File: src/hw/fifo_mailbox_pkg.sv
// Shared constants, types and helper functions of the mailbox FIFO.
// Assumes nothing of its surroundings; included by package name only.
package fifo_mailbox_pkg;

    localparam int DATA_W = 36;
    localparam int LANE_W = 9;
    localparam int LANES = 4;
    localparam int ADDR_W = 6;
    localparam int PTR_W = 7;
    localparam logic [PTR_W-1:0] FIFO_DEPTH = 7'h40;
    localparam logic [4:0] OFFSET_CODE_00 = 5'h04;
    localparam logic [4:0] OFFSET_CODE_01 = 5'h08;
    localparam logic [4:0] OFFSET_CODE_10 = 5'h0C;
    localparam logic [4:0] OFFSET_CODE_11 = 5'h10;
    localparam logic [2:0] OFFSET_LOAD_WAIT = 3'h5;
    localparam logic [1:0] READY_ALL = 2'h3;

    // One port's pins after sampling.
    typedef struct packed {
        logic clock;
        logic chip_select_n;
        logic write_not_read;
        logic enable;
        logic mailbox_select;
        logic parity_gen_select;
        logic odd_even;
        logic [DATA_W-1:0] data;
    } port_in_t;

    function automatic logic [PTR_W-1:0] bin_to_gray(input logic [PTR_W-1:0] b);
        return b ^ (b >> 1);
    endfunction

    function automatic logic [PTR_W-1:0] gray_to_bin(input logic [PTR_W-1:0] g);
        logic [PTR_W-1:0] b;
        b = '0;
        for (int i = PTR_W - 1; i >= 0; i--) begin
            b[i] = g[i] ^ ((i == PTR_W - 1) ? 1'b0 : b[i+1]);
        end
        return b;
    endfunction

    // Replaces the top bit of every lane with parity of its low eight bits.
    function automatic logic [DATA_W-1:0] gen_parity(input logic [DATA_W-1:0] d,
                                                      input logic odd);
        logic [DATA_W-1:0] r;
        r = d;
        for (int l = 0; l < LANES; l++) begin
            r[l*LANE_W+LANE_W-1] = (^d[l*LANE_W +: LANE_W-1]) ^ odd;
        end
        return r;
    endfunction

endpackage

File: src/hw/pin_sampler.sv
// Three-stage sampler for a bundle of pins.
// Assumes the bundle changes asynchronously to clk; output updates when stages two and three agree.
`timescale 1ns/100ps
`default_nettype none
module pin_sampler #(
    parameter int WIDTH = 8
) (
    input wire logic clk,
    input wire logic nrst,
    input wire logic [WIDTH-1:0] pins,
    output logic [WIDTH-1:0] stable
);

    logic [WIDTH-1:0] stage1;
    logic [WIDTH-1:0] stage2;
    logic [WIDTH-1:0] stage3;

    always_ff @(posedge clk or negedge nrst) begin
        if (!nrst) begin
            stage1 <= '0;
            stage2 <= '0;
            stage3 <= '0;
        end else begin
            stage1 <= pins;
            stage2 <= stage1;
            stage3 <= stage2;
        end
    end

    always_ff @(posedge clk or negedge nrst) begin
        if (!nrst) begin
            stable <= '0;
        end else if (stage2 == stage3) begin
            stable <= stage3;
        end
    end

endmodule // pin_sampler
`default_nettype wire

File: src/hw/fifo_mailbox.sv
// Mailbox FIFO: 64 words from port A to port B, two mailboxes, parity check.
// Assumes both port clocks are pins sampled by clk, well slower than clk.
`timescale 1ns/100ps
`default_nettype none
module fifo_mailbox (
    input wire logic clk,
    input wire logic nrst,
    input wire logic port_a_clock,
    input wire logic port_a_chip_select_n,
    input wire logic port_a_write_not_read,
    input wire logic port_a_enable,
    input wire logic port_a_mailbox_select,
    input wire logic port_a_parity_gen_select,
    input wire logic [fifo_mailbox_pkg::DATA_W-1:0] port_a_data_in,
    output logic [fifo_mailbox_pkg::DATA_W-1:0] port_a_data_out,
    output logic port_a_data_oe_n,
    input wire logic port_b_clock,
    input wire logic port_b_chip_select_n,
    input wire logic port_b_write_not_read,
    input wire logic port_b_enable,
    input wire logic port_b_mailbox_select,
    input wire logic port_b_parity_gen_select,
    input wire logic [fifo_mailbox_pkg::DATA_W-1:0] port_b_data_in,
    output logic [fifo_mailbox_pkg::DATA_W-1:0] port_b_data_out,
    output logic port_b_data_oe_n,
    input wire logic odd_even,
    input wire logic offset_select_lsb,
    input wire logic offset_select_msb,
    output logic full_n,
    output logic almost_full_n,
    output logic empty_n,
    output logic almost_empty_n,
    output logic a_to_b_mailbox_flag_n,
    output logic b_to_a_mailbox_flag_n,
    output logic port_a_parity_error_n,
    output logic port_b_parity_error_n
);

    localparam int DW = fifo_mailbox_pkg::DATA_W;
    localparam int PW = fifo_mailbox_pkg::PTR_W;
    localparam int AW = fifo_mailbox_pkg::ADDR_W;

    // ----------------------------------------------------------------
    // Pin sampling and port edge detection
    // ----------------------------------------------------------------
    fifo_mailbox_pkg::port_in_t a_pins;
    fifo_mailbox_pkg::port_in_t b_pins;
    fifo_mailbox_pkg::port_in_t a_in;
    fifo_mailbox_pkg::port_in_t b_in;
    logic [1:0] offset_pins;
    logic [1:0] offset_in;
    logic a_clock_prev;
    logic b_clock_prev;
    logic a_edge;
    logic b_edge;

    assign a_pins = '{clock: port_a_clock, chip_select_n: port_a_chip_select_n,
                      write_not_read: port_a_write_not_read, enable: port_a_enable,
                      mailbox_select: port_a_mailbox_select,
                      parity_gen_select: port_a_parity_gen_select,
                      odd_even: odd_even, data: port_a_data_in};
    assign b_pins = '{clock: port_b_clock, chip_select_n: port_b_chip_select_n,
                      write_not_read: port_b_write_not_read, enable: port_b_enable,
                      mailbox_select: port_b_mailbox_select,
                      parity_gen_select: port_b_parity_gen_select,
                      odd_even: odd_even, data: port_b_data_in};
    assign offset_pins = {offset_select_msb, offset_select_lsb};

    pin_sampler #(.WIDTH($bits(fifo_mailbox_pkg::port_in_t))) a_sampler (
        .clk(clk), .nrst(nrst), .pins(a_pins), .stable(a_in));
    pin_sampler #(.WIDTH($bits(fifo_mailbox_pkg::port_in_t))) b_sampler (
        .clk(clk), .nrst(nrst), .pins(b_pins), .stable(b_in));
    pin_sampler #(.WIDTH(2)) offset_sampler (
        .clk(clk), .nrst(nrst), .pins(offset_pins), .stable(offset_in));

    always_ff @(posedge clk or negedge nrst) begin
        if (!nrst) begin
            a_clock_prev <= 1'b0;
            b_clock_prev <= 1'b0;
        end else begin
            a_clock_prev <= a_in.clock;
            b_clock_prev <= b_in.clock;
        end
    end

    assign a_edge = a_in.clock & ~a_clock_prev;
    assign b_edge = b_in.clock & ~b_clock_prev;

    // ----------------------------------------------------------------
    // Port operation decode
    // ----------------------------------------------------------------
    logic a_sel_wr;
    logic a_sel_rd;
    logic b_sel_wr;
    logic b_sel_rd;
    logic fifo_wr;
    logic fifo_rd;
    logic a_mbox_wr;
    logic b_mbox_wr;
    logic a_mbox_rd;
    logic b_mbox_rd;
    logic a_gen_setup;
    logic b_gen_setup;

    assign a_sel_wr = !a_in.chip_select_n && a_in.write_not_read && a_in.enable;
    assign a_sel_rd = !a_in.chip_select_n && !a_in.write_not_read && a_in.enable;
    assign b_sel_wr = !b_in.chip_select_n && b_in.write_not_read && b_in.enable;
    assign b_sel_rd = !b_in.chip_select_n && !b_in.write_not_read && b_in.enable;
    assign fifo_wr = a_edge && a_sel_wr && !a_in.mailbox_select && full_n;
    assign fifo_rd = b_edge && b_sel_rd && !b_in.mailbox_select && empty_n;
    assign a_mbox_wr = a_edge && a_sel_wr && a_in.mailbox_select && a_to_b_mailbox_flag_n;
    assign b_mbox_wr = b_edge && b_sel_wr && b_in.mailbox_select && b_to_a_mailbox_flag_n;
    assign a_mbox_rd = a_edge && a_sel_rd && a_in.mailbox_select;
    assign b_mbox_rd = b_edge && b_sel_rd && b_in.mailbox_select;
    assign a_gen_setup = a_sel_rd && a_in.mailbox_select && a_in.parity_gen_select;
    assign b_gen_setup = b_sel_rd && b_in.mailbox_select && b_in.parity_gen_select;

    // ----------------------------------------------------------------
    // Offset register and reset release
    // ----------------------------------------------------------------
    logic [2:0] load_wait;
    logic [4:0] offset_x;
    logic [1:0] a_ready;
    logic [1:0] b_ready;

    always_ff @(posedge clk or negedge nrst) begin
        if (!nrst) begin
            load_wait <= 3'h0;
            offset_x <= fifo_mailbox_pkg::OFFSET_CODE_00;
        end else if (load_wait != fifo_mailbox_pkg::OFFSET_LOAD_WAIT) begin
            load_wait <= load_wait + 3'h1;
            if (load_wait == fifo_mailbox_pkg::OFFSET_LOAD_WAIT - 3'h1) begin
                case (offset_in)
                    2'h3: offset_x <= fifo_mailbox_pkg::OFFSET_CODE_11;
                    2'h2: offset_x <= fifo_mailbox_pkg::OFFSET_CODE_10;
                    2'h1: offset_x <= fifo_mailbox_pkg::OFFSET_CODE_01;
                    default: offset_x <= fifo_mailbox_pkg::OFFSET_CODE_00;
                endcase
            end
        end
    end

    always_ff @(posedge clk or negedge nrst) begin
        if (!nrst) begin
            a_ready <= 2'h0;
            b_ready <= 2'h0;
        end else begin
            if (a_edge) begin
                a_ready <= {a_ready[0], 1'b1};
            end
            if (b_edge) begin
                b_ready <= {b_ready[0], 1'b1};
            end
        end
    end

    // ----------------------------------------------------------------
    // Memory and pointers
    // ----------------------------------------------------------------
    logic [DW-1:0] mem [0:(1<<AW)-1];
    logic [PW-1:0] wptr;
    logic [PW-1:0] rptr;
    logic [PW-1:0] next_wptr;
    logic [PW-1:0] next_rptr;
    logic [PW-1:0] wptr_gray;
    logic [PW-1:0] rptr_gray;
    logic [DW-1:0] fifo_out;

    assign next_wptr = fifo_wr ? PW'(wptr + 7'h01) : wptr;
    assign next_rptr = fifo_rd ? PW'(rptr + 7'h01) : rptr;

    always_ff @(posedge clk) begin
        if (fifo_wr) begin
            mem[wptr[AW-1:0]] <= a_in.data;
        end
    end

    always_ff @(posedge clk or negedge nrst) begin
        if (!nrst) begin
            wptr <= '0;
            rptr <= '0;
            wptr_gray <= '0;
            rptr_gray <= '0;
        end else begin
            wptr <= next_wptr;
            rptr <= next_rptr;
            wptr_gray <= fifo_mailbox_pkg::bin_to_gray(next_wptr);
            rptr_gray <= fifo_mailbox_pkg::bin_to_gray(next_rptr);
        end
    end

    always_ff @(posedge clk or negedge nrst) begin
        if (!nrst) begin
            fifo_out <= '0;
        end else if (fifo_rd) begin
            fifo_out <= b_in.parity_gen_select ?
                fifo_mailbox_pkg::gen_parity(mem[rptr[AW-1:0]], b_in.odd_even) :
                mem[rptr[AW-1:0]];
        end
    end

    // ----------------------------------------------------------------
    // Port A flags: full and almost full
    // ----------------------------------------------------------------
    logic [PW-1:0] rptr_sync_a;
    logic [PW-1:0] fill_a;
    logic [PW-1:0] af_level;

    assign fill_a = PW'(next_wptr - fifo_mailbox_pkg::gray_to_bin(rptr_sync_a));
    assign af_level = PW'(fifo_mailbox_pkg::FIFO_DEPTH - {2'h0, offset_x});

    always_ff @(posedge clk or negedge nrst) begin
        if (!nrst) begin
            rptr_sync_a <= '0;
            full_n <= 1'b0;
            almost_full_n <= 1'b1;
        end else if (a_edge) begin
            rptr_sync_a <= rptr_gray;
            full_n <= a_ready[0] && (fill_a != fifo_mailbox_pkg::FIFO_DEPTH);
            almost_full_n <= fill_a < af_level;
        end
    end

    // ----------------------------------------------------------------
    // Port B flags: empty and almost empty
    // ----------------------------------------------------------------
    logic [PW-1:0] wptr_sync_b;
    logic [PW-1:0] fill_b;

    assign fill_b = PW'(fifo_mailbox_pkg::gray_to_bin(wptr_sync_b) - next_rptr);

    always_ff @(posedge clk or negedge nrst) begin
        if (!nrst) begin
            wptr_sync_b <= '0;
            empty_n <= 1'b0;
            almost_empty_n <= 1'b0;
        end else if (b_edge) begin
            wptr_sync_b <= wptr_gray;
            empty_n <= b_ready[0] && (fill_b != '0);
            almost_empty_n <= fill_b > {2'h0, offset_x};
        end
    end

    // ----------------------------------------------------------------
    // Mailboxes
    // ----------------------------------------------------------------
    logic [DW-1:0] a_to_b_mailbox;
    logic [DW-1:0] b_to_a_mailbox;

    always_ff @(posedge clk or negedge nrst) begin
        if (!nrst) begin
            a_to_b_mailbox <= '0;
            a_to_b_mailbox_flag_n <= 1'b1;
        end else begin
            if (a_mbox_wr) begin
                a_to_b_mailbox <= a_in.data;
                a_to_b_mailbox_flag_n <= 1'b0;
            end else if (b_mbox_rd) begin
                a_to_b_mailbox_flag_n <= 1'b1;
            end
        end
    end

    always_ff @(posedge clk or negedge nrst) begin
        if (!nrst) begin
            b_to_a_mailbox <= '0;
            b_to_a_mailbox_flag_n <= 1'b1;
        end else begin
            if (b_mbox_wr) begin
                b_to_a_mailbox <= b_in.data;
                b_to_a_mailbox_flag_n <= 1'b0;
            end else if (a_mbox_rd) begin
                b_to_a_mailbox_flag_n <= 1'b1;
            end
        end
    end

    // ----------------------------------------------------------------
    // Data outputs
    // ----------------------------------------------------------------
    always_ff @(posedge clk or negedge nrst) begin
        if (!nrst) begin
            port_a_data_out <= '0;
            port_a_data_oe_n <= 1'b1;
            port_b_data_out <= '0;
            port_b_data_oe_n <= 1'b1;
        end else begin
            port_a_data_oe_n <= a_in.chip_select_n || a_in.write_not_read;
            port_b_data_oe_n <= b_in.chip_select_n || b_in.write_not_read;
            port_a_data_out <= a_in.parity_gen_select ?
                fifo_mailbox_pkg::gen_parity(b_to_a_mailbox, a_in.odd_even) : b_to_a_mailbox;
            if (!b_in.mailbox_select) begin
                port_b_data_out <= fifo_out;
            end else begin
                port_b_data_out <= b_in.parity_gen_select ?
                    fifo_mailbox_pkg::gen_parity(a_to_b_mailbox, b_in.odd_even) :
                    a_to_b_mailbox;
            end
        end
    end

    // ----------------------------------------------------------------
    // Parity checking
    // ----------------------------------------------------------------
    logic [fifo_mailbox_pkg::LANES-1:0] a_lane_err;
    logic [fifo_mailbox_pkg::LANES-1:0] b_lane_err;

    for (genvar l = 0; l < fifo_mailbox_pkg::LANES; l++) begin : g_lane
        localparam int LO = l * fifo_mailbox_pkg::LANE_W;
        assign a_lane_err[l] = (^a_in.data[LO +: fifo_mailbox_pkg::LANE_W]) != a_in.odd_even;
        assign b_lane_err[l] = (^b_in.data[LO +: fifo_mailbox_pkg::LANE_W]) != b_in.odd_even;
    end

    always_ff @(posedge clk or negedge nrst) begin
        if (!nrst) begin
            port_a_parity_error_n <= 1'b1;
            port_b_parity_error_n <= 1'b1;
        end else begin
            port_a_parity_error_n <= a_gen_setup || !(|a_lane_err);
            port_b_parity_error_n <= b_gen_setup || !(|b_lane_err);
        end
    end
endmodule // fifo_mailbox
`default_nettype wire

File: config.mk
export PLATFORM = sky130hd
export DESIGN_NAME = fifo_mailbox
export DESIGN_NICKNAME = d
export VERILOG_FILES = /design/src/hw/fifo_mailbox_pkg.sv /design/src/hw/pin_sampler.sv /design/src/hw/fifo_mailbox.sv
export SDC_FILE = /design/constraint.sdc
export NUM_CORES = 2
export LEC_CHECK = 0
export BUFFER_PORTS_ARGS = -buffer_cell sky130_fd_sc_hd__buf_2
export CORE_MARGIN = 2
export CORE_UTILIZATION = 62
export CTS_CLUSTER_SIZE = 20
export DETAILED_ROUTE_END_ITERATION = 12
export PLACE_DENSITY = 0.77
export SYNTH_ARGS = -nofsm -noshare
export SYNTH_HDL_FRONTEND = slang
export SYNTH_SLANG_ARGS = --single-unit
File: constraint.sdc
create_clock -name clk -period 6 [get_ports clk]
set_clock_uncertainty 0.1 [all_clocks]
set_input_delay 0.3 -clock clk [delete_from_list [all_inputs] [get_ports clk]]
set_output_delay 0.3 -clock clk [all_outputs]
set_load 0.02 [all_outputs]
## Word-level counts from Yosys, hierarchy flattened

Memories as Yosys holds them, arrays and structs flattened.
Cells that the tools add are included.

| cells by class | value |
|---|---|
| $add $sub $neg | 6 |
| $lt $le $gt $ge | 2 |
| eq/ne operators | 17 |
| mux-type cells | 13 |
| bitwise logic cells | 30 |
| reductions and logical operators | 66 |

Operator list:

| cell | count |
|---|---|
| $mux 36 | 4 |
| $reduce_xor 8->1 | 12 |
| $eq 43x43->1 | 2 |
| $reduce_xor 9->1 | 8 |
| $logic_and 1x1->1 | 28 |
| $xor 1x1->1 | 24 |
| $pmux 5 s3 | 1 |
| $add 7x1->7 const B | 2 |
| $mux 7 | 2 |
| $sub 7x7->7 | 2 |
| $xor 7x6->7 | 2 |
| $logic_not 1->1 | 8 |
| $ne 1x1->1 | 8 |
| $reduce_or 4->1 | 2 |
| $gt 7x5->1 | 1 |
| $lt 7x7->1 | 1 |
| $ne 7x7->1 const B | 1 |
| $reduce_bool 7->1 | 1 |
| $sub 7x5->7 const A | 1 |
| $mux 1 | 6 |
| $eq 2x2->1 const B | 2 |
| $logic_or 1x1->1 | 4 |
| $reduce_bool 2->1 | 2 |
| $add 3x1->3 const B | 1 |
| 7 further kinds | 9 |

| storage, ports and cells | value |
|---|---|
| register bits after elaboration | 596 |
| memory bits (writable) | 2304 |
| input port bits | 89 |
| output and inout port bits | 82 |
| logic and storage cells | 174 |
| memories kept | 1 |

Memories:

| name | words | bits a word | read ports | clocked after Yosys merged registers in | write ports | RTL line | source |
|---|---|---|---|---|---|---|---|
| mem | 64 | 36 | 1 | 0 | 1 | fifo_mailbox.sv:160 | `logic [DW-1:0] mem [0:(1<<AW)-1];` |

## Longest topological paths before layout

| depth | value |
|---|---|
| depth in word-level cells | 10 |
| depth in mapped cells | 18 |
| mapped depth without buffers | 18 |

## By module

Synthesis repeated with hierarchy kept, for this count alone.

| second synthesis, totals | value |
|---|---|
| cell total of the unflattened synthesis | 5143 |
| area, all modules | 110554.8 µm² |

Modules (own cells, without submodules):

| module | instances | cells each | area an instance (µm²) | sequential area each (µm²) |
|---|---|---|---|---|
| fifo_mailbox | 1 | 4573 | 99369.1 | 75202.1 |
| pin_sampler (a_sampler ...) | 2 | 277 | 5467.7 | 4304.1 |
| pin_sampler (offset_sampler) | 1 | 16 | 250.2 | 200.2 |

## Worst setup path before layout

No wires, ideal clock.

| timing path | value |
|---|---|
| path type | register to register |
| start point | reg a_clock_prev |
| end point | reg almost_full_n |
| setup time | 0.060 ns |
| arrival | 4.709 ns |
| required time | 5.840 ns |
| setup slack | 1.131 ns |
| stages on the path, launching flop included | 16 |
| buffers on the path | 0 |
| period minus slack after synthesis | 4.869 ns |
| cells stage by stage | dfrtp_1 > nor4bb_1 > nand4b_1 > nor2_1 > nand3_1 > nor2_1 > nor2_1 > inv_1 > ha_1 > nor3_1 > nor2_1 > ha_1 > o21ai_0 > nand2b_1 > a211oi_1 > a21o_1 |

| on the way | value |
|---|---|
| longest elaborated chain between the ends | 8 |

Ends and longest elaborated chain:

| what | RTL line | source |
|---|---|---|
| start, declared | fifo_mailbox.sv:52 | `logic a_clock_prev;` |
| start signal, assigned | fifo_mailbox.sv:81 | `a_clock_prev <= a_in.clock;` |
| $not 1->1 | fifo_mailbox.sv:86 | `assign a_edge = a_in.clock & ~a_clock_prev;` |
| $and 1x1->1 | fifo_mailbox.sv:86 |  |
| $logic_and 1x1->1 (3 in a row) | fifo_mailbox.sv:109 | `assign fifo_wr = a_edge && a_sel_wr && !a_in.mailbox_select && full_n;` |
| $mux 7 | fifo_mailbox.sv:169 | `assign next_wptr = fifo_wr ? PW'(wptr + 7'h01) : wptr;` |
| net next_wptr[5] | fifo_mailbox.sv:163 | `logic [PW-1:0] next_wptr;` |
| $sub 7x7->7 | fifo_mailbox.sv:209 | `assign fill_a = PW'(next_wptr - fifo_mailbox_pkg::gray_to_bin(rptr_sync_a));` |
| $lt 7x7->1 | fifo_mailbox.sv:220 | `almost_full_n <= fill_a < af_level;` |
| end signal, assigned | fifo_mailbox.sv:220 |  |
| end, declared | fifo_mailbox.sv:30 | `output logic almost_full_n,` |

The timed path passes the listed nets, and every way through them passes these cells.
A chain may end at the register's enable or synchronous reset.

## Worst setup path in the final report

| timing path | value |
|---|---|
| start point | reg rptr[1] |
| end point | reg fifo_out[35] |

| on the way | value |
|---|---|
| longest elaborated chain between the ends | 4 |

Ends and longest elaborated chain:

| what | RTL line | source |
|---|---|---|
| start, declared | fifo_mailbox.sv:162 | `logic [PW-1:0] rptr;` |
| start signal, assigned | fifo_mailbox.sv:186 | `rptr <= next_rptr;` |
| $mem_v2 64x36 (*) | -- |  |
| $reduce_xor 8->1 | fifo_mailbox_pkg.sv:49 | `r[l*LANE_W+LANE_W-1] = (^d[l*LANE_W +: LANE_W-1]) ^ odd;` |
| $xor 1x1->1 | fifo_mailbox_pkg.sv:49 |  |
| $mux 36 (*) | fifo_mailbox.sv:196 | `fifo_out <= b_in.parity_gen_select ?` |
| end signal, assigned | fifo_mailbox.sv:196 |  |
| end, declared | fifo_mailbox.sv:167 | `logic [DW-1:0] fifo_out;` |

Every way passes the cells marked *; elsewhere a longest branch is shown, timed or not.

==> results.md <==
* Post-Syn Instances at 5172
* Area Growth Syn to Fin at 14.31%
* Routed wl met2 at 147700 um
* Clock transition at path regs at 0.06 ns
* Die W at 425.1 um
* P per Cell Area at 316.2 nW/um^2
* Synthesized net count at 5289
* Synth top area share at 62.93%
* Setup TNS at 0 ns
* Routed len/inst at 36.83 um
* DR top layer: met5
* DP Worst Slack at 1.368 ns
* Main synth FF type: edfxtp_1
* # Max-Cap Violations at 0
* Routed WL at 307000 um
* Core footprint at 176100 um^2
* Filler Cells Inserted at 9766
* Die area at 180700 um^2
* Fin util at 71.36%
* Post-synthesis cell area at 109900 um^2
* Final worst path period share at 81.90%
* Post-synth ARST share at 20.36%
* CTS Buf Count at 295
* Yosys top cell by area: edfxtp_1
* DP Area at 114700 um^2
* Critical path peak fanout at 46
* Worst-Skew Late Latency at 0.94 ns
* Worst endpoint data arrival time at 5.59 ns
* Post-layout instance area at 125700 um^2
* Vias in the first global route at 58640
* Rel. slew slack at 10.57%
* Final Worst Setup Slack at 1.086 ns
* Post-DP HPWL at 164700 um
* Final Hold Viols at 0
* RSZ-0062 raised after global routing: no
* Row count at 154
* Final hold slack at 0.01799 ns
* Final Wtd Congestion at 0.9719
* Share of layout cells above drive strength 1 at 28.86%
* Die height at 425.1 um
* Synth top area cells: edfxtp_1 (63%), dfrtp_1 (13%), mux4_2 (13%), mux2_2 (2.1%), xnor2_1 (1.8%)
* Sequential share of the synthesized area at 76.34%
* Max-slew violations at 0
* Boundary Pins at 171
* Setup CP Type: flip-flop to flip-flop
* #FFs+latches synth at 2893
* Antenna violations before repair at 31
* Layout net count at 5897
* Yosys warning count at 0
* Pre-Repair DR Iteration Count at 8
* Worst hold path type: input pin to async pin
* Max clock buf depth at 4
* Met3 wire length at 39740 um
* CP Data Required Time at 6.68 ns
* Met1 Routed Length at 103000 um
* Clk root buf: clkbuf_16
* Status: finished clean
* Gr ovfl total at 0
* Initial Util at 62.43%
* Leakage power at 0.03692 uW
* Sink Count at 2893
* Antenna viol nets, final at 0
* Worst-Margin Slew at 1.341 ns
* I/O Buffers at 170
* Distinct cells, synth at 75
* Vias/cell at 6.883
* Largest net degree at the start of global routing at 188
* CTS tree: yes
* H-tree levels at 5
* DRT iter0 DRCs at 10170
* DRC viols at 0
* Setup Viol. Count Final at 0
* Maximum vdd drop at 0.4114 mV
* CP endpoint kind: flip-flop
* GRT Resource Usage Total at 34.47%
* Via count at 57370
* Global-route wire length before repair at 434400 um
* Minimum clock period at 4.914 ns
* Post-synth EDFFs at 2304
* Syn avg cell area at 21.26 um^2
* FMAX at 0.2035 GHz
* Startpoint Class: flip-flop
-- state kept, by name (all words and copies together), names as in the netlist, 36 cells and up --
signal	count
a_to_b_mailbox	36
a_sampler.stage2	42
b_sampler.stage2	43
b_sampler.stage1	43
b_sampler.stable	43
mem	2304
a_sampler.stage1	42
port_b_data_out	36
b_to_a_mailbox	36
b_sampler.stage3	43
fifo_out	36
a_sampler.stage3	42
a_sampler.stable	43
port_a_data_out	36
-- synth_stat cells, types with 7 or more instances --
library cell and instances:
and3_1 8, mux2i_1 113, or3_1 7, nand3b_1 8, buf_2 53, ha_1 28
xor2_1 51, a21oi_1 38, o21ai_0 42, inv_1 33, nor2b_1 13, edfxtp_1 2304
nand2_1 213, nor4_1 11, buf_6 40, clkbuf_1 90, nor3_1 12, buf_4 25
dfrtp_1 581, a31oi_1 14, xnor2_1 222, nor2_1 118, nand3_1 52, buf_1 26
mux4_2 624, o21a_1 9, nand2b_1 16, dfstp_2 8, xnor3_1 9, nand4_1 30
a22oi_1 62, a221oi_1 21, mux2_2 205
-- critical path: stages, from the launching register on --
cell and delay (ns):
dfrtp_4 1.11, buf_4 0.61, mux4_2 0.38, mux2i_1 0.43, o21ai_0 0.45, o21ai_0 0.69, and3_1 0.29, xnor3_1 0.41
xnor2_1 0.15, o221ai_1 0.12
-- repair_timing --
item,4_1_cts,5_1_grt
hold endpoints to repair,299,0
hold buffers,176,0
gates resized for setup,0,0
buffers inserted,0,0
-- logic make-up (layout without fill, tap and decap cells) --
kind of cell | count (synthesis) | count (layout) | share of synthesized area, %
AO/OA/AOI/OAI | 242 | 242 | 1.525
XOR/XNOR | 284 | 284 | 2.396
adder cells (fa/ha/maj) | 28 | 28 | 0.3187
buffers and inverters | 272 | 1085 | 1.378
flip-flops | 2893 | 2893 | 76.34
multiplexers | 942 | 942 | 15.91
other | 0 | 10 | 0
AND/OR/NAND/NOR | 511 | 511 | 2.127
-- cell usage in the layout, fill, tap and decap left out, types with 51 or more instances in the layout --
cell type,instances
xnor2_1,222
dfrtp_1,540
buf_2,169
mux4_2,624
clkbuf_16,305
xor2_1,51
clkbuf_1,59
nor2_4,65
mux2_2,205
dlygate4sd3_1,175
edfxtp_1,2304
buf_4,181
a22oi_1,62
clkinv_1,59
mux2i_1,113
nand2_1,212
-- routing by layer --
| layer | global-route usage (%) | vias to the layer above |
|---|---|---|
| li1 | - | 22020 |
| met1 | 46.05 | 29920 |
| met2 | 53.83 | 4546 |
| met3 | 9.300 | 882 |
| met4 | 15.98 | 10 |
| met5 | 0 | - |
-- power by group --
group          switching, uW  internal (uW)
registers               74.0          21500
logic                    162            155
clock network           7570          10300
total                   7810          31900
-- area by class of cell --
type                            count  area (um^2)  area share [%]
Inverter                           35        138.9          0.1105
Tap cell                         2340         2928           2.330
Antenna cell                       10        25.02         0.01991
Timing Repair Buffer              548         4419           3.516
Multi-Input combinational cell   2007        25010           19.90
Sequential cell                  2893        84000           66.84
Clock buffer                      385         8143           6.479
Clock inverter                    117         1011          0.8044
-- path summary, 6_finish.rpt --
kind	startpoint	end	slack, ns	cells past startpoint
max	rptr[1]	fifo_out[35]	1.09	9
min in group clk	a_sampler.stage1[16]	a_sampler.stage2[16]	0.23	0
min reg2reg	a_sampler.stage1[16]	a_sampler.stage2[16]	0.23	0
max in group asynchronous	nrst	a_sampler.stable[13]	4.82	3
min	nrst	wptr_sync_b[1]	0.02	3
max reg2reg	rptr[1]	fifo_out[35]	1.09	9
-- per-stage QoR --
| step | std cells | total power, uW |
|---|---|---|
| 6_report | 8335 | 39740 |
| 5_1_grt | 8325 | 40490 |
| 4_1_cts | 8325 | 39690 |
| 3_5_place_dp | 7647 | 22190 |
| 3_3_place_gp | 7647 | 22180 |
| 2_1_floorplan | 5172 | 22030 |
(Power assumes the default switching activity.)
